### src/rlc_pkg.sv
// rlc_pkg: shared constants, register layouts and states of the record level loop.
// Assumes a 25 MHz core clock and 16-bit two's complement record converter samples.
package rlc_pkg;

  // clock period, used to turn printed times into cycle counts
  localparam int unsigned CLK_PERIOD_NS = 40;

  // register addresses on the codec control port
  localparam logic [6:0] ADDR_RECORD_GAIN = 7'h1C;
  localparam logic [6:0] ADDR_LOOP_TIMING = 7'h60;
  localparam logic [6:0] ADDR_LOOP_GATE = 7'h62;

  // reset values and writable bits
  localparam logic [15:0] RST_RECORD_GAIN = 16'h8000;
  localparam logic [15:0] RST_LOOP_TIMING = 16'hB032;
  localparam logic [15:0] RST_LOOP_GATE = 16'h3E00;
  localparam logic [15:0] MASK_LOOP_GATE = 16'hFFBF;

  // printed times; ramps are spread over the codes that span 90% of the range
  localparam int unsigned HOLD_BASE_NS = 2670000;
  localparam int unsigned DECAY_BASE_NS = 24000000;
  localparam int unsigned ATTACK_BASE_NS = 6000000;
  localparam int unsigned RAMP_CODES = 57;
  localparam int unsigned ZERO_CROSSING_WAIT_LIMIT_MIN_CYC = 16384;
  localparam int unsigned HOLD_BASE_CYC = (HOLD_BASE_NS + CLK_PERIOD_NS - 1) / CLK_PERIOD_NS;
  localparam int unsigned DECAY_STEP_CYC =
    (DECAY_BASE_NS + RAMP_CODES * CLK_PERIOD_NS - 1) / (RAMP_CODES * CLK_PERIOD_NS);
  localparam int unsigned ATTACK_STEP_CYC =
    (ATTACK_BASE_NS + RAMP_CODES * CLK_PERIOD_NS - 1) / (RAMP_CODES * CLK_PERIOD_NS);
  localparam logic [3:0] RAMP_CODE_MAX = 4'hA;

  // level scale: 8 units per octave (about 0.75 dB), full scale at 120
  localparam logic [6:0] TARGET_BASE_LOG = 7'h52;
  localparam logic [9:0] GATE_BASE_LOG = 10'h012;
  localparam logic [9:0] BOOST_LOG = 10'h01B;
  localparam logic [9:0] GAIN_ZERO_DB_CODE = 10'h017;
  localparam logic [14:0] LIMIT_LEVEL = 15'h7000;
  localparam logic [14:0] MAG_MAX = 15'h7FFF;

  // gain ceiling: code 7 plus 8 codes (6 dB) per field step
  localparam logic [5:0] CEIL_BASE_CODE = 6'h07;
  localparam logic [5:0] GAIN_MAX_CODE = 6'h3F;

  // loop channel select encodings
  localparam logic [1:0] SEL_OFF = 2'h0;

  typedef struct packed {
    logic [3:0] level_loop_target;
    logic [3:0] gain_rise_hold_delay;
    logic [3:0] gain_rise_time;
    logic [3:0] gain_fall_time;
  } rlc_timing_t;

  typedef struct packed {
    logic [1:0] level_loop_channel_select;
    logic [2:0] loop_gain_ceiling;
    logic [1:0] zero_crossing_wait_limit;
    logic loop_zero_cross_enable;
    logic quiet_gate_enable;
    logic reserved;
    logic quiet_gate_type;
    logic [4:0] quiet_gate_threshold;
  } rlc_gate_t;

  typedef struct packed {
    logic mute;
    logic range_left;
    logic [5:0] record_volume_left;
    logic record_zero_cross_enable;
    logic range_right;
    logic [5:0] record_volume_right;
  } rlc_rgain_t;

  typedef struct packed {
    logic [5:0] gain;
    logic ext_range;
    logic mute;
  } rlc_pga_t;

  typedef enum logic [1:0] {
    ST_TRACK = 2'b00,
    ST_HOLD = 2'b01,
    ST_RISE = 2'b11,
    ST_FALL = 2'b10
  } rlc_state_t;

  // magnitude of a sample, the most negative code clamped to full scale
  function automatic logic [14:0] rlc_mag(input logic [15:0] s);
    logic [15:0] neg;
    neg = -s;
    if (!s[15]) return s[14:0];
    if (neg[15]) return MAG_MAX;
    return neg[14:0];
  endfunction

endpackage

### src/rlc_level_loop.sv
// rlc_level_loop: automatic level control of the record amplifiers with peak limiter,
// gain ceiling, zero-cross gated updates and a quiet gate.
// Assumes an outside slot decoder presents control register reads and writes as strobes,
// and that the record converter delivers one stereo sample per valid strobe.
`timescale 1ns/1ps

// Function
// - Compare converter peak with target and steer record gain to hold level.
// - Select field: off, right only, left only, or both channels.
// - Both channels: use larger peak, apply the same gain to both amplifiers.
// - One channel: steer that amplifier, other keeps its programmed volume.
// - Target from -28.5 dBFS to -6 dBFS in 1.5 dB steps, reset 1011.
// - Wait the hold delay after peak drops below target before raising gain.
// - Hold only delays rises; gain falls start without delay.
// - Rise time 24 ms doubling per code, clamped at code 1010, reset 0011.
// - Fall time 6 ms doubling per code, clamped at code 1010, reset 0010.
// - Ceiling caps loop gain from -12 dB to +30 dB; no effect when off.
// - Loop zero-cross bit overrides record bit; gated or immediate gain changes.
// - Zero-cross timeout of 2^14 to 2^17 clock periods, reset 11.
// - Above 87.5% full scale, lower gain at the fastest fall rate.
// - Limiter is always active while the loop is enabled.
// - Quiet gate engages below threshold plus gain plus boost; holds gain.
// - Gate type set: also mute the converter output while engaged.
// - Gate threshold from -76.5 dBFS to -30 dBFS in 1.5 dB steps.
// - Gate works only with loop on, on the loop's channels.
// - Writes to the record gain register are ignored while the loop runs.
// - Loop drives amplifiers in the extended range, 0.75 dB steps.
module rlc_level_loop
  import rlc_pkg::*;
#(
  parameter int unsigned HOLD_BASE_CYC = rlc_pkg::HOLD_BASE_CYC,
  parameter int unsigned DECAY_STEP_CYC = rlc_pkg::DECAY_STEP_CYC,
  parameter int unsigned ATTACK_STEP_CYC = rlc_pkg::ATTACK_STEP_CYC,
  parameter int unsigned ZERO_CROSSING_WAIT_LIMIT_MIN_CYC = rlc_pkg::ZERO_CROSSING_WAIT_LIMIT_MIN_CYC
) (
  // clock and reset
  input wire logic CORE_CLK,
  input wire logic RESETN,
  // control register port
  input wire logic REG_WR,
  input wire logic REG_RD,
  input wire logic [6:0] REG_ADDR,
  input wire logic [15:0] REG_WDATA,
  output logic [15:0] REG_RDATA,
  // record converter samples and mic boost state
  input wire logic ADC_VALID,
  input wire logic [15:0] ADC_LEFT,
  input wire logic [15:0] ADC_RIGHT,
  input wire logic MIC_BOOST,
  // record amplifier and converter mute controls
  output rlc_pkg::rlc_pga_t PGA_LEFT,
  output rlc_pkg::rlc_pga_t PGA_RIGHT,
  output logic GATE_ENGAGED
);

  rlc_timing_t tim_q;
  rlc_gate_t gate_q;
  rlc_rgain_t rgain_q;
  rlc_state_t st_q;
  rlc_state_t st_d;
  logic [5:0] loop_gain_q;
  logic [5:0] loop_gain_d;
  logic [5:0] app_gain_q;
  logic [31:0] step_cnt_q;
  logic [31:0] step_cnt_d;
  logic [31:0] hold_cnt_q;
  logic [31:0] zc_cnt_q;

  // register decode
  logic sel_gain;
  logic sel_tim;
  logic sel_gate;
  logic [15:0] rd_mux;

  // loop decode
  logic loop_on;
  logic ctl_l;
  logic ctl_r;
  logic [6:0] peak_log;
  logic over_limit;
  logic zero_cross;
  logic [6:0] target_log;
  logic [5:0] ceil_code;
  logic above;
  logic below;
  logic gate_on;
  logic [9:0] gate_rhs;
  logic tick;
  logic hold_done;
  logic pending;
  logic apply;
  logic [31:0] hold_len;
  logic [31:0] zc_len;

  // step interval of one ramp code; codes past 1010 stay at the longest ramp
  function automatic logic [31:0] ramp_len(input int unsigned base, input logic [3:0] code);
    logic [3:0] sh;
    sh = (code > RAMP_CODE_MAX) ? RAMP_CODE_MAX : code;
    ramp_len = 32'(base) << sh;
  endfunction

  // address decode of the control port
  always_comb begin
    sel_gain = 1'b0;
    sel_tim = 1'b0;
    sel_gate = 1'b0;
    if (REG_ADDR == ADDR_RECORD_GAIN) begin
      sel_gain = 1'b1;
    end else if (REG_ADDR == ADDR_LOOP_TIMING) begin
      sel_tim = 1'b1;
    end else if (REG_ADDR == ADDR_LOOP_GATE) begin
      sel_gate = 1'b1;
    end
  end

  // read data; unmapped addresses read as zero
  assign rd_mux = sel_gain ? rgain_q :
                  sel_tim ? tim_q :
                  sel_gate ? gate_q : 16'h0000;

  // channel selection: bit 1 steers left, bit 0 steers right
  assign loop_on = gate_q.level_loop_channel_select != SEL_OFF;
  assign ctl_l = gate_q.level_loop_channel_select[1];
  assign ctl_r = gate_q.level_loop_channel_select[0];

  // peak of the controlled channels; larger of both in two-channel mode
  rlc_level_meter u_meter (
    .clk(CORE_CLK),
    .rst_n(RESETN),
    .sample_valid(ADC_VALID),
    .sample_left(ADC_LEFT),
    .sample_right(ADC_RIGHT),
    .use_left(ctl_l),
    .use_right(ctl_r),
    .clear(tick),
    .peak_log_q(peak_log),
    .over_limit_q(over_limit),
    .zero_cross_q(zero_cross)
  );

  // level comparisons, all on the 0.75 dB log scale
  assign target_log = TARGET_BASE_LOG + {2'b00, tim_q.level_loop_target, 1'b0};
  assign ceil_code = CEIL_BASE_CODE + {gate_q.loop_gain_ceiling, 3'b000};
  assign above = (peak_log > target_log) || over_limit;
  assign below = peak_log < target_log;
  assign gate_rhs = GATE_BASE_LOG + {4'h0, gate_q.quiet_gate_threshold, 1'b0}
    + {4'h0, app_gain_q} + (MIC_BOOST ? BOOST_LOG : 10'h000) - GAIN_ZERO_DB_CODE;
  // the sum may go negative with low gain, so compare signed
  assign gate_on = loop_on && gate_q.quiet_gate_enable
    && ($signed({3'b000, peak_log}) < $signed(gate_rhs));

  // a rising level cuts short the current step so falls start at once
  assign tick = loop_on && ((step_cnt_q == 32'h0000_0000) || (above && st_q != ST_FALL));
  assign hold_done = hold_cnt_q == 32'h0000_0000;
  assign hold_len = (tim_q.gain_rise_hold_delay == 4'h0) ? 32'h0000_0000 :
    32'(HOLD_BASE_CYC) << (tim_q.gain_rise_hold_delay - 4'h1);
  assign zc_len = 32'(ZERO_CROSSING_WAIT_LIMIT_MIN_CYC) << gate_q.zero_crossing_wait_limit;

  // step decision: one code per tick, fall before ceiling before rise
  always_comb begin
    st_d = st_q;
    loop_gain_d = loop_gain_q;
    step_cnt_d = (step_cnt_q == 32'h0000_0000) ? step_cnt_q : step_cnt_q - 32'h0000_0001;
    if (!loop_on) begin
      st_d = ST_TRACK;
      loop_gain_d = ctl_l ? rgain_q.record_volume_left : rgain_q.record_volume_right;
      step_cnt_d = 32'h0000_0000;
      if (gate_q.level_loop_channel_select == SEL_OFF) begin
        loop_gain_d = rgain_q.record_volume_left;
      end
    end else if (tick) begin
      if (above || loop_gain_q > ceil_code) begin
        st_d = ST_FALL;
        if (loop_gain_q != 6'h00) loop_gain_d = loop_gain_q - 6'h01;
        step_cnt_d = over_limit ? 32'(ATTACK_STEP_CYC) :
          ramp_len(ATTACK_STEP_CYC, tim_q.gain_fall_time);
      end else if (below && !gate_on) begin
        if (hold_done) begin
          st_d = ST_RISE;
          if (loop_gain_q < ceil_code) loop_gain_d = loop_gain_q + 6'h01;
          step_cnt_d = ramp_len(DECAY_STEP_CYC, tim_q.gain_rise_time);
        end else begin
          st_d = ST_HOLD;
          step_cnt_d = 32'(ATTACK_STEP_CYC);
        end
      end else begin
        st_d = ST_TRACK;
        step_cnt_d = 32'(ATTACK_STEP_CYC);
      end
    end
  end

  // gain change waits for a zero crossing only when the loop bit asks for it
  assign pending = loop_gain_q != app_gain_q;
  assign apply = !gate_q.loop_zero_cross_enable || zero_cross
    || (zc_cnt_q == 32'h0000_0000);

  // control registers; the record gain register is frozen while the loop runs
  always_ff @(posedge CORE_CLK or negedge RESETN) begin
    if (!RESETN) begin
      tim_q <= RST_LOOP_TIMING;
      gate_q <= RST_LOOP_GATE;
      rgain_q <= RST_RECORD_GAIN;
      REG_RDATA <= 16'h0000;
    end else begin
      if (REG_WR && sel_tim) tim_q <= REG_WDATA;
      if (REG_WR && sel_gate) gate_q <= REG_WDATA & MASK_LOOP_GATE;
      if (REG_WR && sel_gain && !loop_on) rgain_q <= REG_WDATA;
      if (REG_RD) REG_RDATA <= rd_mux;
    end
  end

  // loop state and step timer
  always_ff @(posedge CORE_CLK or negedge RESETN) begin
    if (!RESETN) begin
      st_q <= ST_TRACK;
      loop_gain_q <= 6'h00;
      step_cnt_q <= 32'h0000_0000;
    end else begin
      st_q <= st_d;
      loop_gain_q <= loop_gain_d;
      step_cnt_q <= step_cnt_d;
    end
  end

  // hold timer rearms while the loop is off and on any step that is not a quiet-free
  // drop below target, so the first rise after enabling still waits out the hold
  always_ff @(posedge CORE_CLK or negedge RESETN) begin
    if (!RESETN) begin
      hold_cnt_q <= 32'h0000_0000;
    end else if (!loop_on || (tick && !(below && !gate_on))) begin
      hold_cnt_q <= hold_len;
    end else if (!hold_done) begin
      hold_cnt_q <= hold_cnt_q - 32'h0000_0001;
    end
  end

  // applied gain and zero-cross timeout
  always_ff @(posedge CORE_CLK or negedge RESETN) begin
    if (!RESETN) begin
      app_gain_q <= 6'h00;
      zc_cnt_q <= 32'h0000_0000;
    end else if (!loop_on) begin
      app_gain_q <= loop_gain_d;
      zc_cnt_q <= zc_len;
    end else if (!pending) begin
      zc_cnt_q <= zc_len;
    end else if (apply) begin
      app_gain_q <= loop_gain_q;
      zc_cnt_q <= zc_len;
    end else begin
      zc_cnt_q <= zc_cnt_q - 32'h0000_0001;
    end
  end

  // amplifier outputs: steered channels take the loop gain in the extended range
  always_ff @(posedge CORE_CLK or negedge RESETN) begin
    if (!RESETN) begin
      PGA_LEFT <= '0;
      PGA_RIGHT <= '0;
      GATE_ENGAGED <= 1'b0;
    end else begin
      PGA_LEFT.gain <= ctl_l ? app_gain_q : rgain_q.record_volume_left;
      PGA_RIGHT.gain <= ctl_r ? app_gain_q : rgain_q.record_volume_right;
      PGA_LEFT.ext_range <= ctl_l || rgain_q.range_left;
      PGA_RIGHT.ext_range <= ctl_r || rgain_q.range_right;
      PGA_LEFT.mute <= rgain_q.mute
        || (ctl_l && gate_on && gate_q.quiet_gate_type);
      PGA_RIGHT.mute <= rgain_q.mute
        || (ctl_r && gate_on && gate_q.quiet_gate_type);
      GATE_ENGAGED <= gate_on;
    end
  end

endmodule

### src/rlc_level_meter.sv
// rlc_level_meter: peak detector and zero-cross detector on the record converter output.
// Assumes samples arrive with a one-cycle valid strobe; clear comes from the loop's step tick.
`timescale 1ns/1ps
module rlc_level_meter
  import rlc_pkg::*;
(
  // clock and reset
  input wire logic clk,
  input wire logic rst_n,
  // samples
  input wire logic sample_valid,
  input wire logic [15:0] sample_left,
  input wire logic [15:0] sample_right,
  // control
  input wire logic use_left,
  input wire logic use_right,
  input wire logic clear,
  // results
  output logic [6:0] peak_log_q,
  output logic over_limit_q,
  output logic zero_cross_q
);

  logic [14:0] peak_q;
  logic [14:0] peak_d;
  logic over_q;
  logic sign_q;
  logic [14:0] mag_l;
  logic [14:0] mag_r;
  logic [14:0] mag_sel;
  logic sign_sel;

  // octave plus three mantissa bits: a cheap log with roughly 0.75 dB resolution
  function automatic logic [6:0] level_log(input logic [14:0] mag);
    logic [3:0] pos;
    logic [17:0] ext;
    pos = 4'h0;
    ext = {mag, 3'b000};
    for (int i = 0; i < 15; i++) begin
      if (mag[i]) pos = 4'(i);
    end
    level_log = {pos, ext[pos +: 3]};
  endfunction

  // larger of the watched channels; the unwatched one reads as silence
  assign mag_l = use_left ? rlc_mag(sample_left) : 15'h0000;
  assign mag_r = use_right ? rlc_mag(sample_right) : 15'h0000;
  assign mag_sel = (mag_l > mag_r) ? mag_l : mag_r;
  assign sign_sel = use_left ? sample_left[15] : sample_right[15];

  // a new sample in the clearing cycle still counts toward the next window
  always_comb begin
    peak_d = clear ? 15'h0000 : peak_q;
    if (sample_valid && mag_sel > peak_d) peak_d = mag_sel;
  end

  always_ff @(posedge clk or negedge rst_n) begin
    if (!rst_n) begin
      peak_q <= 15'h0000;
      over_q <= 1'b0;
      sign_q <= 1'b0;
      peak_log_q <= 7'h00;
      over_limit_q <= 1'b0;
      zero_cross_q <= 1'b0;
    end else begin
      peak_q <= peak_d;
      over_q <= (sample_valid && mag_sel >= LIMIT_LEVEL) || (over_q && !clear);
      sign_q <= sample_valid ? sign_sel : sign_q;
      peak_log_q <= level_log(peak_q);
      over_limit_q <= over_q;
      zero_cross_q <= sample_valid && (sign_sel != sign_q);
    end
  end

endmodule

### config.mk
export PLATFORM = sky130hd
export DESIGN_NAME = rlc_level_loop
export DESIGN_NICKNAME = d
export VERILOG_FILES = /design/src/rlc_pkg.sv /design/src/rlc_level_loop.sv /design/src/rlc_level_meter.sv
export SDC_FILE = /design/constraint.sdc
export NUM_CORES = 1
export LEC_CHECK = 0
export BUFFER_PORTS_ARGS = -buffer_cell sky130_fd_sc_hd__buf_2
export CAP_MARGIN = 20
export CORE_MARGIN = 3
export CORE_UTILIZATION = 45
export CTS_BUF_LIST = sky130_fd_sc_hd__clkbuf_2 sky130_fd_sc_hd__clkbuf_4 sky130_fd_sc_hd__clkbuf_8
export CTS_CLUSTER_DIAMETER = 40
export DETAILED_ROUTE_END_ITERATION = 12
export PLACE_DENSITY = 0.74
export SYNTH_ARGS = -nofsm -noshare
export SYNTH_HDL_FRONTEND = slang
export SYNTH_SLANG_ARGS = --single-unit
### constraint.sdc
create_clock -name CORE_CLK -period 5.8 [get_ports CORE_CLK]
set_input_delay 1.45 -clock CORE_CLK [delete_from_list [all_inputs] [get_ports CORE_CLK]]
set_output_delay 1.45 -clock CORE_CLK [all_outputs]
set_load 0.03 [all_outputs]
# ---- Word level (Yosys, flattened, before mapping)
# Index checks and enable logic that the tools add are counted.
dict set report totals {
  ff_bits 216
  word_cells 195
}
dict set report classes {
  add_sub_neg 14
  magnitude_cmp 10
  eq_ne 11
  n_shift 5
  n_mux 76
  n_reduce_logical 42
}
# operator count
set op_table {}
lappend op_table {{$mux 32} 13}
lappend op_table {{$mux 15} 13}
lappend op_table {{$logic_not 32->1} 3}
lappend op_table {{$sub 32x1->32 const B} 3}
lappend op_table {{$mux 6} 14}
lappend op_table {{$mux 16} 3}
lappend op_table {{$mux 4} 9}
lappend op_table {{$neg 16->16} 2}
lappend op_table {{$shl 12x4->32 const A} 1}
lappend op_table {{$shl 14x4->32 const A} 1}
lappend op_table {{$shl 15x2->32 const A} 1}
lappend op_table {{$shl 17x4->32 const A} 1}
lappend op_table {{$gt 15x15->1} 2}
lappend op_table {{$logic_and 1x1->1} 18}
lappend op_table {{$shiftx 18x5->3} 1}
lappend op_table {{$ge 15x15->1 const B} 1}
lappend op_table {{$eq 7x7->1 const B} 2}
lappend op_table {{$mux 2} 7}
lappend op_table {{$mux 1} 12}
lappend op_table {{$mux 3} 4}
lappend op_table {{$logic_or 1x1->1} 11}
lappend op_table {{$lt 8x10->1} 1}
lappend op_table {{$sub 9x5->10 const B} 1}
lappend op_table {{$add 8x5->9} 1}
lappend op_table {{other kinds (25)} 33}

# ---- Logic depth before layout (Yosys ltp)
dict set report depth {
  depth_word 15
  ltp_mapped 27
}

# ---- Modules after synthesis
# From an unflattened synthesis, not the netlist that was laid out.
dict set report hier_totals {
  hier_cells 1674
  area_unflattened_um2 14876.8
}
# module instances cells_per_inst area_each_um2 seq_area_each_um2
set modules_own_cells {}
lappend modules_own_cells {rlc_level_loop 1 1213 11323.4 4769.6}
lappend modules_own_cells {rlc_level_meter 1 461 3553.4 650.6}

# ---- Least setup slack after synthesis
# Ideal clock, no wire load.
dict set report synth_path {
  path_kind {in2reg}
  startpoint {input port ADC_RIGHT[0]}
  endpoint {register u_meter.peak_q[0]}
  setup_time_ps 137
  arrival_ps 6915
  t_required_ps 5663
  slack_ps -1252
  path_stages 24
  path_cell_list {inv_1 -> ha_1 -> or3b_2 -> or3_1 -> or3b_2 -> o311a_1 -> a211o_1 -> ha_1 -> nand3_1 -> nor2_1 -> and3_1 -> o211ai_1 -> a31oi_1 -> clkbuf_1 -> mux2_2 -> ha_1 -> a21o_1 -> a21oi_1 -> nor2b_1 -> o21ai_0 -> nand3b_1 -> o211ai_1 -> clkbuf_1 -> o21ai_0}
}
dict set report synth_via {
  elab_chain_cells 11
  elab_cells_between_ends 13
  cone_classes {add/sub: 1; order compare: 2; mux: 9; reduce/logical: 1}
}
# element line
set synth_rtl {}
lappend synth_rtl {{start: declaration} rlc_level_loop.sv:48} ;# input wire logic [15:0] ADC_RIGHT,
lappend synth_rtl {{$neg 16->16} rlc_pkg.sv:90} ;# neg = -s;
lappend synth_rtl {{$mux 1 (2 in series)} rlc_pkg.sv:92} ;# if (neg[15]) return MAG_MAX;
lappend synth_rtl {{$mux 15} rlc_pkg.sv:93} ;# return neg[14:0];
lappend synth_rtl {{$mux 15 *} rlc_pkg.sv:92}
lappend synth_rtl {{$mux 15 *} rlc_level_meter.sv:47} ;# assign mag_r = use_right ? rlc_mag(sample_right) : 15'h0000;
lappend synth_rtl {{$gt 15x15->1} rlc_level_meter.sv:48} ;# assign mag_sel = (mag_l > mag_r) ? mag_l : mag_r;
lappend synth_rtl {{$mux 15 *} rlc_level_meter.sv:48}
lappend synth_rtl {{$gt 15x15->1} rlc_level_meter.sv:54} ;# if (sample_valid && mag_sel > peak_d) peak_d = mag_sel;
lappend synth_rtl {{$logic_and 1x1->1} rlc_level_meter.sv:54}
lappend synth_rtl {{$mux 15 *} rlc_level_meter.sv:54}
lappend synth_rtl {{net u_meter.peak_d[0]} rlc_level_meter.sv:25} ;# logic [14:0] peak_d;
lappend synth_rtl {{end signal: assignment} rlc_level_meter.sv:66} ;# peak_q <= peak_d;
lappend synth_rtl {{end: declaration} rlc_level_meter.sv:24} ;# logic [14:0] peak_q;
# The timed path passes the listed nets; every way through them passes the cells marked *. The select of a mux whose other input is x is not followed.
# A chain may end at the register's enable or synchronous reset.

# ---- Worst setup path in the final report
dict set report layout_path {
  startpoint {input port ADC_RIGHT[1]}
  endpoint {register u_meter.peak_q[3]}
}
# Same word-level chain as after synthesis.

==> flow_summary.yaml <==
run_status:
  status: "complete, but fails checks"
  violations: "setup timing"
clock_tree:
  cts-root-buf: "clkbuf_8"
  cts_tree: "yes"
  insertion_delay_ns: 0.56
  hold_buffers: 0
  htree_num_levels: 2
  clockBufferDepth: 3
  cts_buffers: 43
  clk_pin_slew_worst_paths_ns: 0.06
  clock_sink_count: 216
route:
  met3_length_mm: 2.51
  drc: 0
  drt_iter0_markers: 1163
  met2_wirelength_mm: 19.9
  ant_nets: 0
  top_layer: "met4"
  vias: 13464
  drt_wl_total_mm: 41.8
  routed_via_density: 5.75
  first_pass_iters: 5
  wl_met1_mm: 18.2
  post_drt_wl_per_cell_um: 17.8
synthesis:
  ys.flop_type: "dfrtp_1"
  synthesis.nets: 1826
  yosys-top-cells-area: "dfrtp_1, ha_1, mux2_2"
  synth_top_area_frac: 0.348
  seq_area_frac_synth: 0.369
  synth_area_um2: 14700
  ys_seq_elements: 216
  syn_avg_cell_area_um2: 8.75
  netlist_instances: 1678
  async_flop_share: 1.00
  yosys.area.top_type: "dfrtp_1"
  synth_cell_type_count: 84
  ys_warn_count: 0
  synth-edff-count: 0
floorplanning:
  die_y_um: 187
  rows: 65
  fp.coreArea_um2: 31900
  io_pins: 94
  start_util: 0.460
  die_area_um2: 34800
  die_w_um: 187
power:
  p_clk_frac: 0.198
  powerDensity_nw_per_um2: 464
  p_leak_nw: 8.34
  p_sw_mw: 3.66
  swShare: 0.442
  power.share.combinational: 0.540
  power_frac_seq: 0.262
  power.internal_mw: 4.63
  ir_drop_mv: 0.303
critical_path:
  crit_top_cell: "ha_4"
  crit_path_end_kind: "register"
  reg2reg_to: "u_meter.peak_q[3]"
  crit_required_ns: 6.24
  critPathKind: "in2reg"
  rr_worst_depth: 18
  r2r_slack_ns: 0.84
  r2r-start: "step_cnt_q[0]"
  crit_arrival_ns: 6.59
  cp-start-kind: "input pin"
  crit_slowest_cell: "or3b_4"
  worst_path_largest_cell_delay_ns: 0.38
  crit_path_max_fanout: 6
timing:
  setup_violations: 15
  hold_viol_final: 0
  maxSlewHeadroom: 0.316
  rsz0062_at_grt: "true"
  worst_slack_ns: -0.357
  worst_pin_slew_ns: 1.02
  post-route-period-util: 1.06
  period_needed_ns: 6.16
  whs_ns: 0.476
  skew_ns: 0.0295
  fmax_mhz: 162
  drv_slew: 0
  setup-tns-final_ns: -4.41
grt:
  grt_max_degree: 109
  grt_pass1_vias: 13188
  track_usage: 0.234
  grt_pass1_wl_mm: 67.9
  gr-total-overflow: 0
  antenna_found_initial: 1
hold_path:
  hold_path_startpoint: "zc_cnt_q[0]"
  min_to: "zc_cnt_q[0]"
  holdPathStages: 1
  min_path_type: "reg2reg"
layout:
  synthToLayoutAreaGrowth_pct: 21.6
  finalNonFillerCells: 2341
  drive_gt1_frac: 0.252
  nFillCells: 2848
  final_nets: 2019
place:
  dp_hpwl_mm: 30.4
  portBuffers: 93
  dp_cells: 2245
  place.gp.congestion: 0.905
run:
  cap_violations: 0
==> cell usage after synthesis (all sizes together), types with 22 or more instances <==
cell type    n
inv         91
nor2       178
nor4        35
nand3       74
or3         29
xnor2       54
dfrtp      204
o21a        22
o31ai       24
clkbuf      74
xor2        46
nand2      144
o21ai       97
nor3        57
mux2        72
ha          83
a21oi       73
==> repair_timing <==
action | 4_1_cts | 5_1_grt
setup buffers | 10 | 4
pin swaps | 26 | 15
hold endpoints to repair | 0 | 0
cloned | 1 | 0
resized for setup | 34 | 26
endpoints found under the setup margin | 15 | 15
==> cell usage in the layout (no fill, tap or decap), drive strengths merged, types with 14 or more instances in the layout <==
cell type	n
buf	237
dfrtp	204
nor2	178
nand2	144
o21ai	97
inv	92
ha	83
nand3	74
a21oi	73
mux2	72
clkbuf	62
nor3	57
xnor2	54
xor2	46
nor4	35
or3	29
o31ai	24
o21a	22
mux2i	21
nor2b	21
and3	17
or4	17
o211ai	16
nand2b	16
a22oi	14
nand4	14
==> worst max-delay path, delay by kind of cell <==
kind            cells  cell delay, ns
compound gates      9            1.71
fa+ha+maj           3            0.63
buf+inv             4            0.55
mux                 2            0.63
simple gates        7            1.64
==> worst max-delay path by stage <==
| stage | startpoint | end | slack [ns] | cells after the start |
|---|---|---|---|---|
| 2_1_floorplan | ADC_RIGHT[1] | u_meter.peak_q[14] | -0.63 | 25 |
| 3_3_place_gp | ADC_RIGHT[1] | u_meter.peak_q[2] | -0.95 | 25 |
| 3_5_place_dp | ADC_RIGHT[1] | u_meter.peak_q[5] | -1.04 | 27 |
| 4_1_cts | ADC_LEFT[1] | u_meter.peak_q[5] | -0.33 | 28 |
| 5_1_grt | ADC_LEFT[9] | u_meter.peak_q[12] | -0.59 | 29 |
| 6_report | ADC_RIGHT[1] | u_meter.peak_q[3] | -0.36 | 25 |
==> registers in the layout, summed over array words and instances (netlist names), 2 cells and up <==
name,cells
gate_q,13
st_q,2
app_gain_q,6
hold_cnt_q,32
PGA_RIGHT,8
REG_RDATA,16
u_meter.peak_q,15
u_meter.peak_log_q,7
step_cnt_q,32
tim_q,16
rgain_q,16
zc_cnt_q,32
PGA_LEFT,8
loop_gain_q,6
==> metal layers <==
layer,global-route usage,up-vias
met4,0.0782,0
met1,0.310,6525
met3,0.0344,99
li1,-,6409
met2,0.395,431
met5,0,-
==> power by group through the flow <==
stage / logic (mW) / clock network, mW / registers (mW)
final: 4.48 / 1.64 / 2.17
after global routing: 4.96 / 1.75 / 2.21
after CTS: 4.40 / 1.67 / 2.16
after detailed placement: 4.29 / 0 / 2.18
after global placement: 4.20 / 0 / 2.17
after floorplan: 3.32 / 0 / 2.07
==> through the flow <==
stage,setup WS (ns),power (mW),utilization,area [µm²]
CTS,-0.331,8.23,0.554,17700
finish,-0.357,8.29,0.560,17900
detailed placement,-1.04,6.47,0.518,16500
global route,-0.592,8.92,0.560,17900
global placement,-0.947,6.37,0.518,16500
floorplan,-0.634,5.39,-,14900
==> final cells by class <==
class	count	area, µm²	share of cell area
diodes	1	2.50	0.000140
flip-flops and latches	216	5420	0.304
inverters	92	368	0.0206
repair buffers	237	1690	0.0947
clock inverters	17	155	0.00869
clock buffers	62	766	0.0429
multi-input cells	1281	8900	0.499
well taps	435	544	0.0305
==> logic make-up after synthesis <==
kind of cell	synth area share
muxes	0.0696
DFF	0.369
and+or+nand+nor	0.217
AOI/OAI and AO/OA	0.160
buffers and inverters	0.0480
adders and majority gates	0.0769
xor gates and xnor gates	0.0597
No activity file was read; power rests on OpenSTA's default activity.
